$ cat src/asr_defs.svh
`ifndef ASR_DEFS_SVH
`define ASR_DEFS_SVH

// ****************************************
// Register indices (byte address = index * 4)
// ****************************************
`define ASR_IDX_LANE7    8'h2e
`define ASR_IDX_LANE8    8'h2f
`define ASR_IDX_CTRL     8'h30
`define ASR_IDX_STAT     8'h31

// ****************************************
// Reset values
// ****************************************
`define ASR_RST_LANE7    8'h06
`define ASR_RST_LANE8    8'h07
`define ASR_RST_CTRL     8'h00

// ****************************************
// Field positions
// ****************************************
`define ASR_RSVD_BIT     7
`define ASR_SRC_MSB      6
`define ASR_SRC_LSB      5
`define ASR_SLOT_MSB     4
`define ASR_SLOT_LSB     0
`define ASR_FMT_MSB      1
`define ASR_FMT_LSB      0
`define ASR_WLEN_MSB     3
`define ASR_WLEN_LSB     2

// ****************************************
// Bus answers and frame limits
// ****************************************
`define ASR_RESP_OKAY    2'h0
`define ASR_RESP_SLVERR  2'h2
`define ASR_LAST_SLOT    5'h1f

`endif

$ cat src/asr_pkg.sv
package asr_pkg;

  typedef enum logic [1:0] {
    ASR_SRC_OFF,
    ASR_SRC_PLAY,
    ASR_SRC_LOOP,
    ASR_SRC_PEER
  } asr_src_t;

  typedef enum logic [1:0] {
    ASR_FMT_TDM,
    ASR_FMT_I2S,
    ASR_FMT_LJ,
    ASR_FMT_RSVD
  } asr_fmt_t;

  typedef enum logic [1:0] {
    ASR_WLEN_16,
    ASR_WLEN_20,
    ASR_WLEN_24,
    ASR_WLEN_32
  } asr_wlen_t;

endpackage

$ cat src/asr_lane_capture.sv
`timescale 1ns/100ps
module asr_lane_capture (
  input  wire logic        core_clk_i,
  input  wire logic        rst_i,
  input  wire logic        bit_en_i,
  input  wire logic        bit_val_i,
  input  wire logic [4:0]  bit_idx_i,
  input  wire logic        last_i,
  output logic      [31:0] word_o,
  output logic             done_o
);

  logic [31:0] shift_reg;
  logic [31:0] shift_next;
  logic [31:0] word_reg;
  logic        done_reg;

  // ****************************************
  // MSB-first assembly, left justified
  // ****************************************
  always_comb begin
    shift_next = (bit_idx_i == 5'h00) ? 32'h0 : shift_reg;
    shift_next[5'h1f - bit_idx_i] = bit_val_i;
  end

  always_ff @(posedge core_clk_i) begin
    if (rst_i) begin
      shift_reg <= 32'h0;
    end else if (bit_en_i) begin
      shift_reg <= shift_next;
    end
  end

  always_ff @(posedge core_clk_i) begin
    if (rst_i) begin
      word_reg <= 32'h0;
      done_reg <= 1'b0;
    end else begin
      done_reg <= bit_en_i & last_i;
      if (bit_en_i & last_i) begin
        word_reg <= shift_next;
      end
    end
  end

  assign word_o = word_reg;
  assign done_o = done_reg;

endmodule // asr_lane_capture

$ cat src/asr_rx_route.sv
// Notes on behaviour
// - Lane 7 source: 0 off, 1 playback 7, 2 record 3 loopback, 3 peer 2.
// - Lane 8 source: 0 off, 1 playback 8, 2 record 4 loopback, 3 peer 3.
// - TDM takes lane 7 word from slot equal to its 5-bit field; resets 0x06.
// - I2S or LJ: field values 0 to 15 pick left slots 0 to 15.
// - I2S or LJ: field values 16 to 31 pick right slots 0 to 15.
// - Lane 8 slot field maps like lane 7; its byte resets to 0x07.
// - Bit 7 of each lane byte reads zero; software writes only zero there.
`timescale 1ns/100ps
`include "asr_defs.svh"
module asr_rx_route (
  input  wire logic        core_clk_i,
  input  wire logic        rst_i,
  input  wire logic [11:0] s_axi_awaddr_i,
  input  wire logic        s_axi_awvalid_i,
  output logic             s_axi_awready_o,
  input  wire logic [31:0] s_axi_wdata_i,
  input  wire logic [3:0]  s_axi_wstrb_i,
  input  wire logic        s_axi_wvalid_i,
  output logic             s_axi_wready_o,
  output logic      [1:0]  s_axi_bresp_o,
  output logic             s_axi_bvalid_o,
  input  wire logic        s_axi_bready_i,
  input  wire logic [11:0] s_axi_araddr_i,
  input  wire logic        s_axi_arvalid_i,
  output logic             s_axi_arready_o,
  output logic      [31:0] s_axi_rdata_o,
  output logic      [1:0]  s_axi_rresp_o,
  output logic             s_axi_rvalid_o,
  input  wire logic        s_axi_rready_i,
  input  wire logic        sclk_i,
  input  wire logic        fsync_i,
  input  wire logic        sdata_i,
  input  wire logic        peer_sdata_i,
  input  wire logic [31:0] rec_ch3_word_i,
  input  wire logic [31:0] rec_ch4_word_i,
  output logic      [31:0] lane7_word_o,
  output logic             lane7_valid_o,
  output logic      [31:0] lane8_word_o,
  output logic             lane8_valid_o
);

  // ****************************************
  // Functions
  // ****************************************
  function automatic logic [2:0] reg_decode(input logic [11:0] addr);
    logic [9:0] idx;
    idx = addr[11:2];
    if (idx == {2'h0, `ASR_IDX_LANE7}) return 3'h4;
    else if (idx == {2'h0, `ASR_IDX_LANE8}) return 3'h5;
    else if (idx == {2'h0, `ASR_IDX_CTRL}) return 3'h6;
    else if (idx == {2'h0, `ASR_IDX_STAT}) return 3'h7;
    else return 3'h0;
  endfunction

  function automatic logic slot_hit(input logic tdm, input logic [4:0] field,
                                    input logic right, input logic [4:0] slot);
    if (tdm) return slot == field;
    else return (slot == {1'b0, field[3:0]}) && (right == field[4]);
  endfunction

  function automatic logic src_bit(input asr_pkg::asr_src_t src, input logic play,
                                   input logic peer);
    return (src == asr_pkg::ASR_SRC_PEER) ? peer : play;
  endfunction

  function automatic logic src_serial(input asr_pkg::asr_src_t src);
    return (src == asr_pkg::ASR_SRC_PLAY) || (src == asr_pkg::ASR_SRC_PEER);
  endfunction

  // ****************************************
  // Declarations
  // ****************************************
  logic [7:0]  lane7_reg;
  logic [7:0]  lane8_reg;
  logic [7:0]  ctrl_reg;
  logic        awready_reg;
  logic        wready_reg;
  logic        aw_held_reg;
  logic        w_held_reg;
  logic [11:0] awaddr_reg;
  logic [31:0] wdata_reg;
  logic [3:0]  wstrb_reg;
  logic        bvalid_reg;
  logic [1:0]  bresp_reg;
  logic        arready_reg;
  logic        rvalid_reg;
  logic [31:0] rdata_reg;
  logic [1:0]  rresp_reg;
  logic        wr_fire;
  logic [2:0]  wr_dec;
  logic [2:0]  rd_dec;
  logic [31:0] rd_word;
  logic [1:0]  sclk_sync_reg;
  logic [1:0]  fs_sync_reg;
  logic [1:0]  sd_sync_reg;
  logic [1:0]  pd_sync_reg;
  logic        sclk_d_reg;
  logic        fs_prev_reg;
  logic        bit_en;
  logic        fs_now;
  logic        tdm;
  logic        i2s;
  logic        half_start;
  logic        new_right;
  logic        frame_start;
  logic        cur_valid;
  logic [4:0]  cur_bit;
  logic [4:0]  cur_slot;
  logic        cur_right;
  logic        cur_last;
  logic [4:0]  wlen_last;
  logic [4:0]  bit_reg;
  logic [4:0]  slot_reg;
  logic        right_reg;
  logic        active_reg;
  logic        en7;
  logic        en8;
  logic [31:0] cap7_word;
  logic        cap7_done;
  logic [31:0] cap8_word;
  logic        cap8_done;
  logic [31:0] lane7_word_reg;
  logic        lane7_valid_reg;
  logic [31:0] lane8_word_reg;
  logic        lane8_valid_reg;
  asr_pkg::asr_src_t src7;
  asr_pkg::asr_src_t src8;
  asr_pkg::asr_fmt_t fmt;

  assign src7 = asr_pkg::asr_src_t'(lane7_reg[`ASR_SRC_MSB:`ASR_SRC_LSB]);
  assign src8 = asr_pkg::asr_src_t'(lane8_reg[`ASR_SRC_MSB:`ASR_SRC_LSB]);
  assign fmt  = asr_pkg::asr_fmt_t'(ctrl_reg[`ASR_FMT_MSB:`ASR_FMT_LSB]);

  // ****************************************
  // AXI4-Lite write channel
  // ****************************************
  assign wr_fire = aw_held_reg & w_held_reg & ~bvalid_reg;
  assign wr_dec  = reg_decode(awaddr_reg);

  always_ff @(posedge core_clk_i) begin
    if (rst_i) begin
      awready_reg <= 1'b1;
      wready_reg  <= 1'b1;
      aw_held_reg <= 1'b0;
      w_held_reg  <= 1'b0;
      awaddr_reg  <= 12'h0;
      wdata_reg   <= 32'h0;
      wstrb_reg   <= 4'h0;
      bvalid_reg  <= 1'b0;
      bresp_reg   <= `ASR_RESP_OKAY;
    end else begin
      if (s_axi_awvalid_i & awready_reg) begin
        awaddr_reg  <= s_axi_awaddr_i;
        aw_held_reg <= 1'b1;
        awready_reg <= 1'b0;
      end
      if (s_axi_wvalid_i & wready_reg) begin
        wdata_reg  <= s_axi_wdata_i;
        wstrb_reg  <= s_axi_wstrb_i;
        w_held_reg <= 1'b1;
        wready_reg <= 1'b0;
      end
      if (wr_fire) begin
        aw_held_reg <= 1'b0;
        w_held_reg  <= 1'b0;
        bvalid_reg  <= 1'b1;
        bresp_reg   <= wr_dec[2] ? `ASR_RESP_OKAY : `ASR_RESP_SLVERR;
      end
      if (bvalid_reg & s_axi_bready_i) begin
        bvalid_reg  <= 1'b0;
        awready_reg <= 1'b1;
        wready_reg  <= 1'b1;
      end
    end
  end

  // ****************************************
  // Configuration registers
  // ****************************************
  always_ff @(posedge core_clk_i) begin
    if (rst_i) begin
      lane7_reg <= `ASR_RST_LANE7;
      lane8_reg <= `ASR_RST_LANE8;
      ctrl_reg  <= `ASR_RST_CTRL;
    end else if (wr_fire & wstrb_reg[0]) begin
      unique case (wr_dec)
        3'h4: lane7_reg <= {1'b0, wdata_reg[6:0]};
        3'h5: lane8_reg <= {1'b0, wdata_reg[6:0]};
        3'h6: ctrl_reg <= {4'h0, wdata_reg[3:0]};
        default: ;
      endcase
    end
  end

  // ****************************************
  // AXI4-Lite read channel
  // ****************************************
  assign rd_dec = reg_decode(s_axi_araddr_i);

  always_comb begin
    unique case (rd_dec)
      3'h4: rd_word = {24'h0, lane7_reg};
      3'h5: rd_word = {24'h0, lane8_reg};
      3'h6: rd_word = {24'h0, ctrl_reg};
      3'h7: rd_word = {25'h0, active_reg, right_reg, slot_reg};
      default: rd_word = 32'h0;
    endcase
  end

  always_ff @(posedge core_clk_i) begin
    if (rst_i) begin
      arready_reg <= 1'b1;
      rvalid_reg  <= 1'b0;
      rdata_reg   <= 32'h0;
      rresp_reg   <= `ASR_RESP_OKAY;
    end else begin
      if (s_axi_arvalid_i & arready_reg) begin
        arready_reg <= 1'b0;
        rvalid_reg  <= 1'b1;
        rdata_reg   <= rd_word;
        rresp_reg   <= rd_dec[2] ? `ASR_RESP_OKAY : `ASR_RESP_SLVERR;
      end
      if (rvalid_reg & s_axi_rready_i) begin
        rvalid_reg  <= 1'b0;
        arready_reg <= 1'b1;
      end
    end
  end

  // ****************************************
  // Serial pin synchronisers
  // ****************************************
  always_ff @(posedge core_clk_i) begin
    if (rst_i) begin
      sclk_sync_reg <= 2'h0;
      fs_sync_reg   <= 2'h0;
      sd_sync_reg   <= 2'h0;
      pd_sync_reg   <= 2'h0;
      sclk_d_reg    <= 1'b0;
    end else begin
      sclk_sync_reg <= {sclk_sync_reg[0], sclk_i};
      fs_sync_reg   <= {fs_sync_reg[0], fsync_i};
      sd_sync_reg   <= {sd_sync_reg[0], sdata_i};
      pd_sync_reg   <= {pd_sync_reg[0], peer_sdata_i};
      sclk_d_reg    <= sclk_sync_reg[1];
    end
  end

  assign bit_en = sclk_sync_reg[1] & ~sclk_d_reg;
  assign fs_now = fs_sync_reg[1];

  // ****************************************
  // Frame and slot position
  // ****************************************
  assign tdm         = (fmt == asr_pkg::ASR_FMT_TDM) || (fmt == asr_pkg::ASR_FMT_RSVD);
  assign i2s         = (fmt == asr_pkg::ASR_FMT_I2S);
  assign half_start  = tdm ? (fs_now & ~fs_prev_reg) : (fs_now ^ fs_prev_reg);
  assign new_right   = i2s ? fs_now : ~fs_now;
  assign frame_start = half_start & (tdm | ~new_right);

  always_comb begin
    unique case (asr_pkg::asr_wlen_t'(ctrl_reg[`ASR_WLEN_MSB:`ASR_WLEN_LSB]))
      asr_pkg::ASR_WLEN_16: wlen_last = 5'h0f;
      asr_pkg::ASR_WLEN_20: wlen_last = 5'h13;
      asr_pkg::ASR_WLEN_24: wlen_last = 5'h17;
      asr_pkg::ASR_WLEN_32: wlen_last = 5'h1f;
    endcase
  end

  always_comb begin
    cur_valid = half_start ? ~i2s : active_reg;
    cur_bit   = half_start ? 5'h00 : bit_reg;
    cur_slot  = half_start ? 5'h00 : slot_reg;
    cur_right = tdm ? 1'b0 : (half_start ? new_right : right_reg);
    cur_last  = (cur_bit == wlen_last);
  end

  always_ff @(posedge core_clk_i) begin
    if (rst_i) begin
      fs_prev_reg <= 1'b0;
      bit_reg     <= 5'h00;
      slot_reg    <= 5'h00;
      right_reg   <= 1'b0;
      active_reg  <= 1'b0;
    end else if (bit_en) begin
      fs_prev_reg <= fs_now;
      right_reg   <= cur_right;
      if (half_start & i2s) begin
        bit_reg    <= 5'h00;
        slot_reg   <= 5'h00;
        active_reg <= 1'b1;
      end else if (cur_valid) begin
        bit_reg    <= cur_last ? 5'h00 : cur_bit + 5'h01;
        slot_reg   <= cur_last ? cur_slot + 5'h01 : cur_slot;
        active_reg <= ~(cur_last && cur_slot == `ASR_LAST_SLOT);
      end
    end
  end

  // ****************************************
  // Lane capture
  // ****************************************
  assign en7 = bit_en & cur_valid & src_serial(src7)
             & slot_hit(tdm, lane7_reg[`ASR_SLOT_MSB:`ASR_SLOT_LSB], cur_right, cur_slot);
  assign en8 = bit_en & cur_valid & src_serial(src8)
             & slot_hit(tdm, lane8_reg[`ASR_SLOT_MSB:`ASR_SLOT_LSB], cur_right, cur_slot);

  asr_lane_capture u_cap7 (
    .core_clk_i (core_clk_i),
    .rst_i      (rst_i),
    .bit_en_i   (en7),
    .bit_val_i  (src_bit(src7, sd_sync_reg[1], pd_sync_reg[1])),
    .bit_idx_i  (cur_bit),
    .last_i     (cur_last),
    .word_o     (cap7_word),
    .done_o     (cap7_done)
  );

  asr_lane_capture u_cap8 (
    .core_clk_i (core_clk_i),
    .rst_i      (rst_i),
    .bit_en_i   (en8),
    .bit_val_i  (src_bit(src8, sd_sync_reg[1], pd_sync_reg[1])),
    .bit_idx_i  (cur_bit),
    .last_i     (cur_last),
    .word_o     (cap8_word),
    .done_o     (cap8_done)
  );

  // ****************************************
  // Lane outputs
  // ****************************************
  always_ff @(posedge core_clk_i) begin
    if (rst_i) begin
      lane7_word_reg  <= 32'h0;
      lane7_valid_reg <= 1'b0;
    end else begin
      lane7_valid_reg <= 1'b0;
      if (cap7_done & src_serial(src7)) begin
        lane7_word_reg  <= cap7_word;
        lane7_valid_reg <= 1'b1;
      end else if (bit_en & frame_start & src7 == asr_pkg::ASR_SRC_LOOP) begin
        lane7_word_reg  <= rec_ch3_word_i;
        lane7_valid_reg <= 1'b1;
      end
    end
  end

  always_ff @(posedge core_clk_i) begin
    if (rst_i) begin
      lane8_word_reg  <= 32'h0;
      lane8_valid_reg <= 1'b0;
    end else begin
      lane8_valid_reg <= 1'b0;
      if (cap8_done & src_serial(src8)) begin
        lane8_word_reg  <= cap8_word;
        lane8_valid_reg <= 1'b1;
      end else if (bit_en & frame_start & src8 == asr_pkg::ASR_SRC_LOOP) begin
        lane8_word_reg  <= rec_ch4_word_i;
        lane8_valid_reg <= 1'b1;
      end
    end
  end

  assign s_axi_awready_o = awready_reg;
  assign s_axi_wready_o  = wready_reg;
  assign s_axi_bresp_o   = bresp_reg;
  assign s_axi_bvalid_o  = bvalid_reg;
  assign s_axi_arready_o = arready_reg;
  assign s_axi_rdata_o   = rdata_reg;
  assign s_axi_rresp_o   = rresp_reg;
  assign s_axi_rvalid_o  = rvalid_reg;
  assign lane7_word_o    = lane7_word_reg;
  assign lane7_valid_o   = lane7_valid_reg;
  assign lane8_word_o    = lane8_word_reg;
  assign lane8_valid_o   = lane8_valid_reg;
endmodule // asr_rx_route

$ cat config.mk
export PLATFORM = sky130hd
export DESIGN_NAME = asr_rx_route
export DESIGN_NICKNAME = d
export VERILOG_FILES = /design/src/asr_pkg.sv /design/src/asr_lane_capture.sv /design/src/asr_rx_route.sv
export VERILOG_INCLUDE_DIRS = /design/src /design/src/src
export SDC_FILE = /design/constraint.sdc
export NUM_CORES = 1
export LEC_CHECK = 0
export ABC_AREA = 1
export ABC_CLOCK_PERIOD_IN_PS = 2400
export BUFFER_PORTS_ARGS = -buffer_cell sky130_fd_sc_hd__clkbuf_2
export CAP_MARGIN = 30
export CORE_MARGIN = 4
export CORE_UTILIZATION = 50
export CTS_CLUSTER_DIAMETER = 120
export CTS_CLUSTER_SIZE = 8
export DETAILED_ROUTE_END_ITERATION = 12
export GPL_TIMING_DRIVEN = 0
export PLACE_DENSITY_LB_ADDON = 0.15
export SLEW_MARGIN = 5
export SYNTH_ARGS = -nofsm -noshare
export SYNTH_HDL_FRONTEND = slang
export SYNTH_SLANG_ARGS = --single-unit
export TNS_END_PERCENT = 50
$ cat constraint.sdc
create_clock -name core_clk_i -period 2.4 [get_ports core_clk_i]
set_input_delay 0.24 -clock core_clk_i [delete_from_list [all_inputs] [get_ports core_clk_i]]
set_output_delay 0.24 -clock core_clk_i [all_outputs]
set_load 0.05 [all_outputs]
==> qor.yml <==
outcome:
  outcome: "finished, violations left"
  violations: "negative setup slack"
drt:
  first_iter_violations: 1173
  vias_per_cell: 5.39
  drc: 0
  ant_nets: 0
  vias: 13700
  first_pass_iters: 5
  drt-total-wl_mm: 41.1
  post_drt_wl_per_cell_um: 16.2
die:
  rows: 57
  core_sq_um: 24500
  start_util: 0.513
  die-area_sq_um: 27800
  ioPinCount: 242
  fp.dieW_um: 167
  dieHeight_um: 167
synth:
  synth_top_family_by_area: "simple AND/OR/NAND/NOR gates"
  yosys_warnings: 0
  synthesis.instances: 1841
  synth_fa_ha_area_frac: 0.00993
  ys_ff_latch: 270
  synth.distinct_cells: 36
  synth_area_sq_um: 12600
  synth_xor_area_frac: 0.00139
  synth_mux_area_frac: 0
  synth_compound_area_frac: 0.156
  ys_seq_area_frac: 0.429
  yosys.area_share.simple: 0.306
  avgSynthCellArea_sq_um: 6.84
final_layout:
  fillers: 2068
  syn2layout_area_growth_pct: 35.9
  layout.nets: 2357
  final_layout_size_suffix_gt1_frac: 0.232
  final_cells: 2537
  seq_area_sq_um: 5410
  multiInputGateArea_sq_um: 6780
worst_setup_path:
  critPathTopFamily: "simple AND/OR/NAND/NOR gates"
  arrival_ps: 2870
  endpoint_kind: "register"
  cp_cell_sequence: "inv_2, ha_4, inv_8, nand2_8, nand2_8, buf_4, nor2_1, nand2_1, nor2_4, nand2_1, o21ai_1, nand3_1, nand2_1, nor2_1"
  worstPathMaxFanout: 7
  crit_type: "reg2reg"
  cp.buffers_inverters: 3
  critPathMostFrequentCell: "nand2_1"
  max_stage_delay_ps: 360
  crit_slowest_cell: "ha_4"
  startpoint_type: "register"
  crit_required_ps: 2770
flow_run:
  cap_violations: 0
sta:
  fmax_mhz: 400
  hold_viol: 0
  period_share: 1.04
  finalSetupViolCount: 50
  worst_slew_pin_slew_ps: 983
  worst_slack_ps: -100
  hold_ws_ps: 5.93
  relSlewSlack: 0.344
  setup-tns-final_ps: -1200
  skew_ps: 20.3
  fin_crit_ps: 2500
  rsz0062_at_grt: "yes"
  finalMaxSlewViolations: 0
grt:
  grt_max_degree: 11
  first_global_vias: 12700
  grt.busiest_layer: "met2"
  use_met1: 0.361
  grt_antenna_before_repair: 0
  grtUsageTotal: 0.277
  met3_usage: 0.0514
  grt-ovfl-total: 0
  gr-usage-met2: 0.470
  grt_pass1_wl_mm: 64.6
clock_tree:
  clockBufferDepth: 3
  cts_buffers: 39
  htree_levels: 2
  cts_root_buf: "clkbuf_16"
  path_clk_slew_ps: 50
  cts.sinks: 270
  insertion_delay_ps: 520
  cts_tree: "done"
pwr:
  total_leakage_power_nw: 7.88
  vdd_ir_drop_max_mv: 0.490
  power.density_nw_per_um2: 584
placed_design:
  hpwl_mm: 27.9
  place_inst: 2373
  io_buffers: 182
  post-place-ws_ps: -661
  gp_congestion: 0.921
hold_path:
  holdCritPathClass: "in2reg"
[what timing repair did]
| item | in CTS | in global routing |
|---|---|---|
| pin swaps | 12 | 30 |
| buffers inserted | 17 | 9 |
| endpoints found under the hold margin | 84 | 0 |
| endpoints found under the setup margin | 205 | 192 |
| hold buffers | 83 | 0 |
| gates resized for setup | 126 | 221 |
| cloned | 10 | 8 |
[cells in the mapped netlist, drive strengths merged]
cell type	instances	area, sq um
clkbuf	78	294
a31oi	64	400
o21ai	241	1210
and2	22	138
nor2	280	1090
inv	137	514
clkinv	1	3.75
nand2	399	1530
conb	1	3.75
o211ai	8	60.1
o21bai	1	7.51
nand3	180	911
dfxtp	270	5410
ha	10	125
nand4	17	121
buf	62	410
nor3	11	55.1
or2	2	12.5
o21a	2	15.0
a21oi	45	225
xor2	2	17.5
o22ai	7	43.8
nor4	1	6.26
[tightest hold or removal path, cell delays in order]
cell and delay (ps):
clkbuf_2 70, o21ai_0 70, nor2_1 80
[layout make-up]
class | count | share of cell area
Multi-Input combinational cell | 1325 | 0.396
Tap cell | 324 | 0.0237
Timing Repair Buffer | 303 | 0.124
Antenna cell | 1 | 0.000146
Clock inverter | 1 | 0.000512
Sequential cell | 270 | 0.316
Clock buffer | 40 | 0.0578
Buffer | 135 | 0.0510
Inverter | 138 | 0.0310
[kinds of logic after synthesis]
kind of cell / Yosys count
flip-flops: 270
buffers and inverters: 278
AND/OR/NAND/NOR: 912
adder cells (fa/ha/maj): 10
AO/OA/AOI/OAI: 368
other: 1
XOR/XNOR: 2
[path summary, 6_finish.rpt]
path         depth (start not counted)  slack, ps          endpoint              from
max reg2reg                         14       -100  u_cap7.word_o[3]       ctrl_reg[1]
min                                  3          6      wdata_reg[4]  s_axi_wdata_i[4]
max                                 14       -100  u_cap7.word_o[3]       ctrl_reg[1]
min reg2reg                          2        400    fs_sync_reg[1]    fs_sync_reg[0]
[cell usage in the layout, fill, tap and decap left out, types with 3 or more instances in the layout]
master	n
and2_1	22
buf_2	8
o21ai_1	49
nand3_2	4
ha_1	6
inv_1	127
nor2_4	23
nor2_1	233
nor3_1	10
conb_1	27
buf_8	10
ha_4	4
clkbuf_16	40
o22ai_1	7
dfxtp_2	3
nand2_1	318
dfxtp_1	267
nand3_4	4
nor2_2	26
inv_2	7
buf_6	26
nand3_1	174
clkbuf_2	191
nand4_1	16
o21ai_2	21
nand2_8	4
buf_12	3
nand2_2	67
o21ai_0	171
clkbuf_1	62
buf_1	3
nand2_4	11
a31oi_1	64
o211ai_1	8
dlygate4sd3_1	83
buf_4	50
a21oi_1	45
[through the flow]
stage          power, mW  utilization  cell area, sq um
3_5_place_dp        5.21        0.571             14000
6_report            9.99        0.698             17100
4_1_cts             10.0        0.670             16400
2_1_floorplan       5.02            -             12700
3_3_place_gp        5.20        0.571             14000
5_1_grt             10.3        0.698             17100
[layer usage]
| metal | routed length, um | share of wire | vias to the layer above |
|---|---|---|---|
| met5 | 0 | 0 | - |
| met4 | 1440 | 0.035 | 0 |
| met3 | 3340 | 0.081 | 107 |
| met2 | 19500 | 0.47 | 590 |
| met1 | 16800 | 0.41 | 6261 |
| li1 | - | - | 6721 |
[power breakdown]
part,total [mW],internal (mW),switching [mW]
logic,0.700,0.274,0.426
clock network,4.72,2.87,1.85
registers,4.57,4.54,0.0311
No activity file was read; power rests on OpenSTA's default activity.
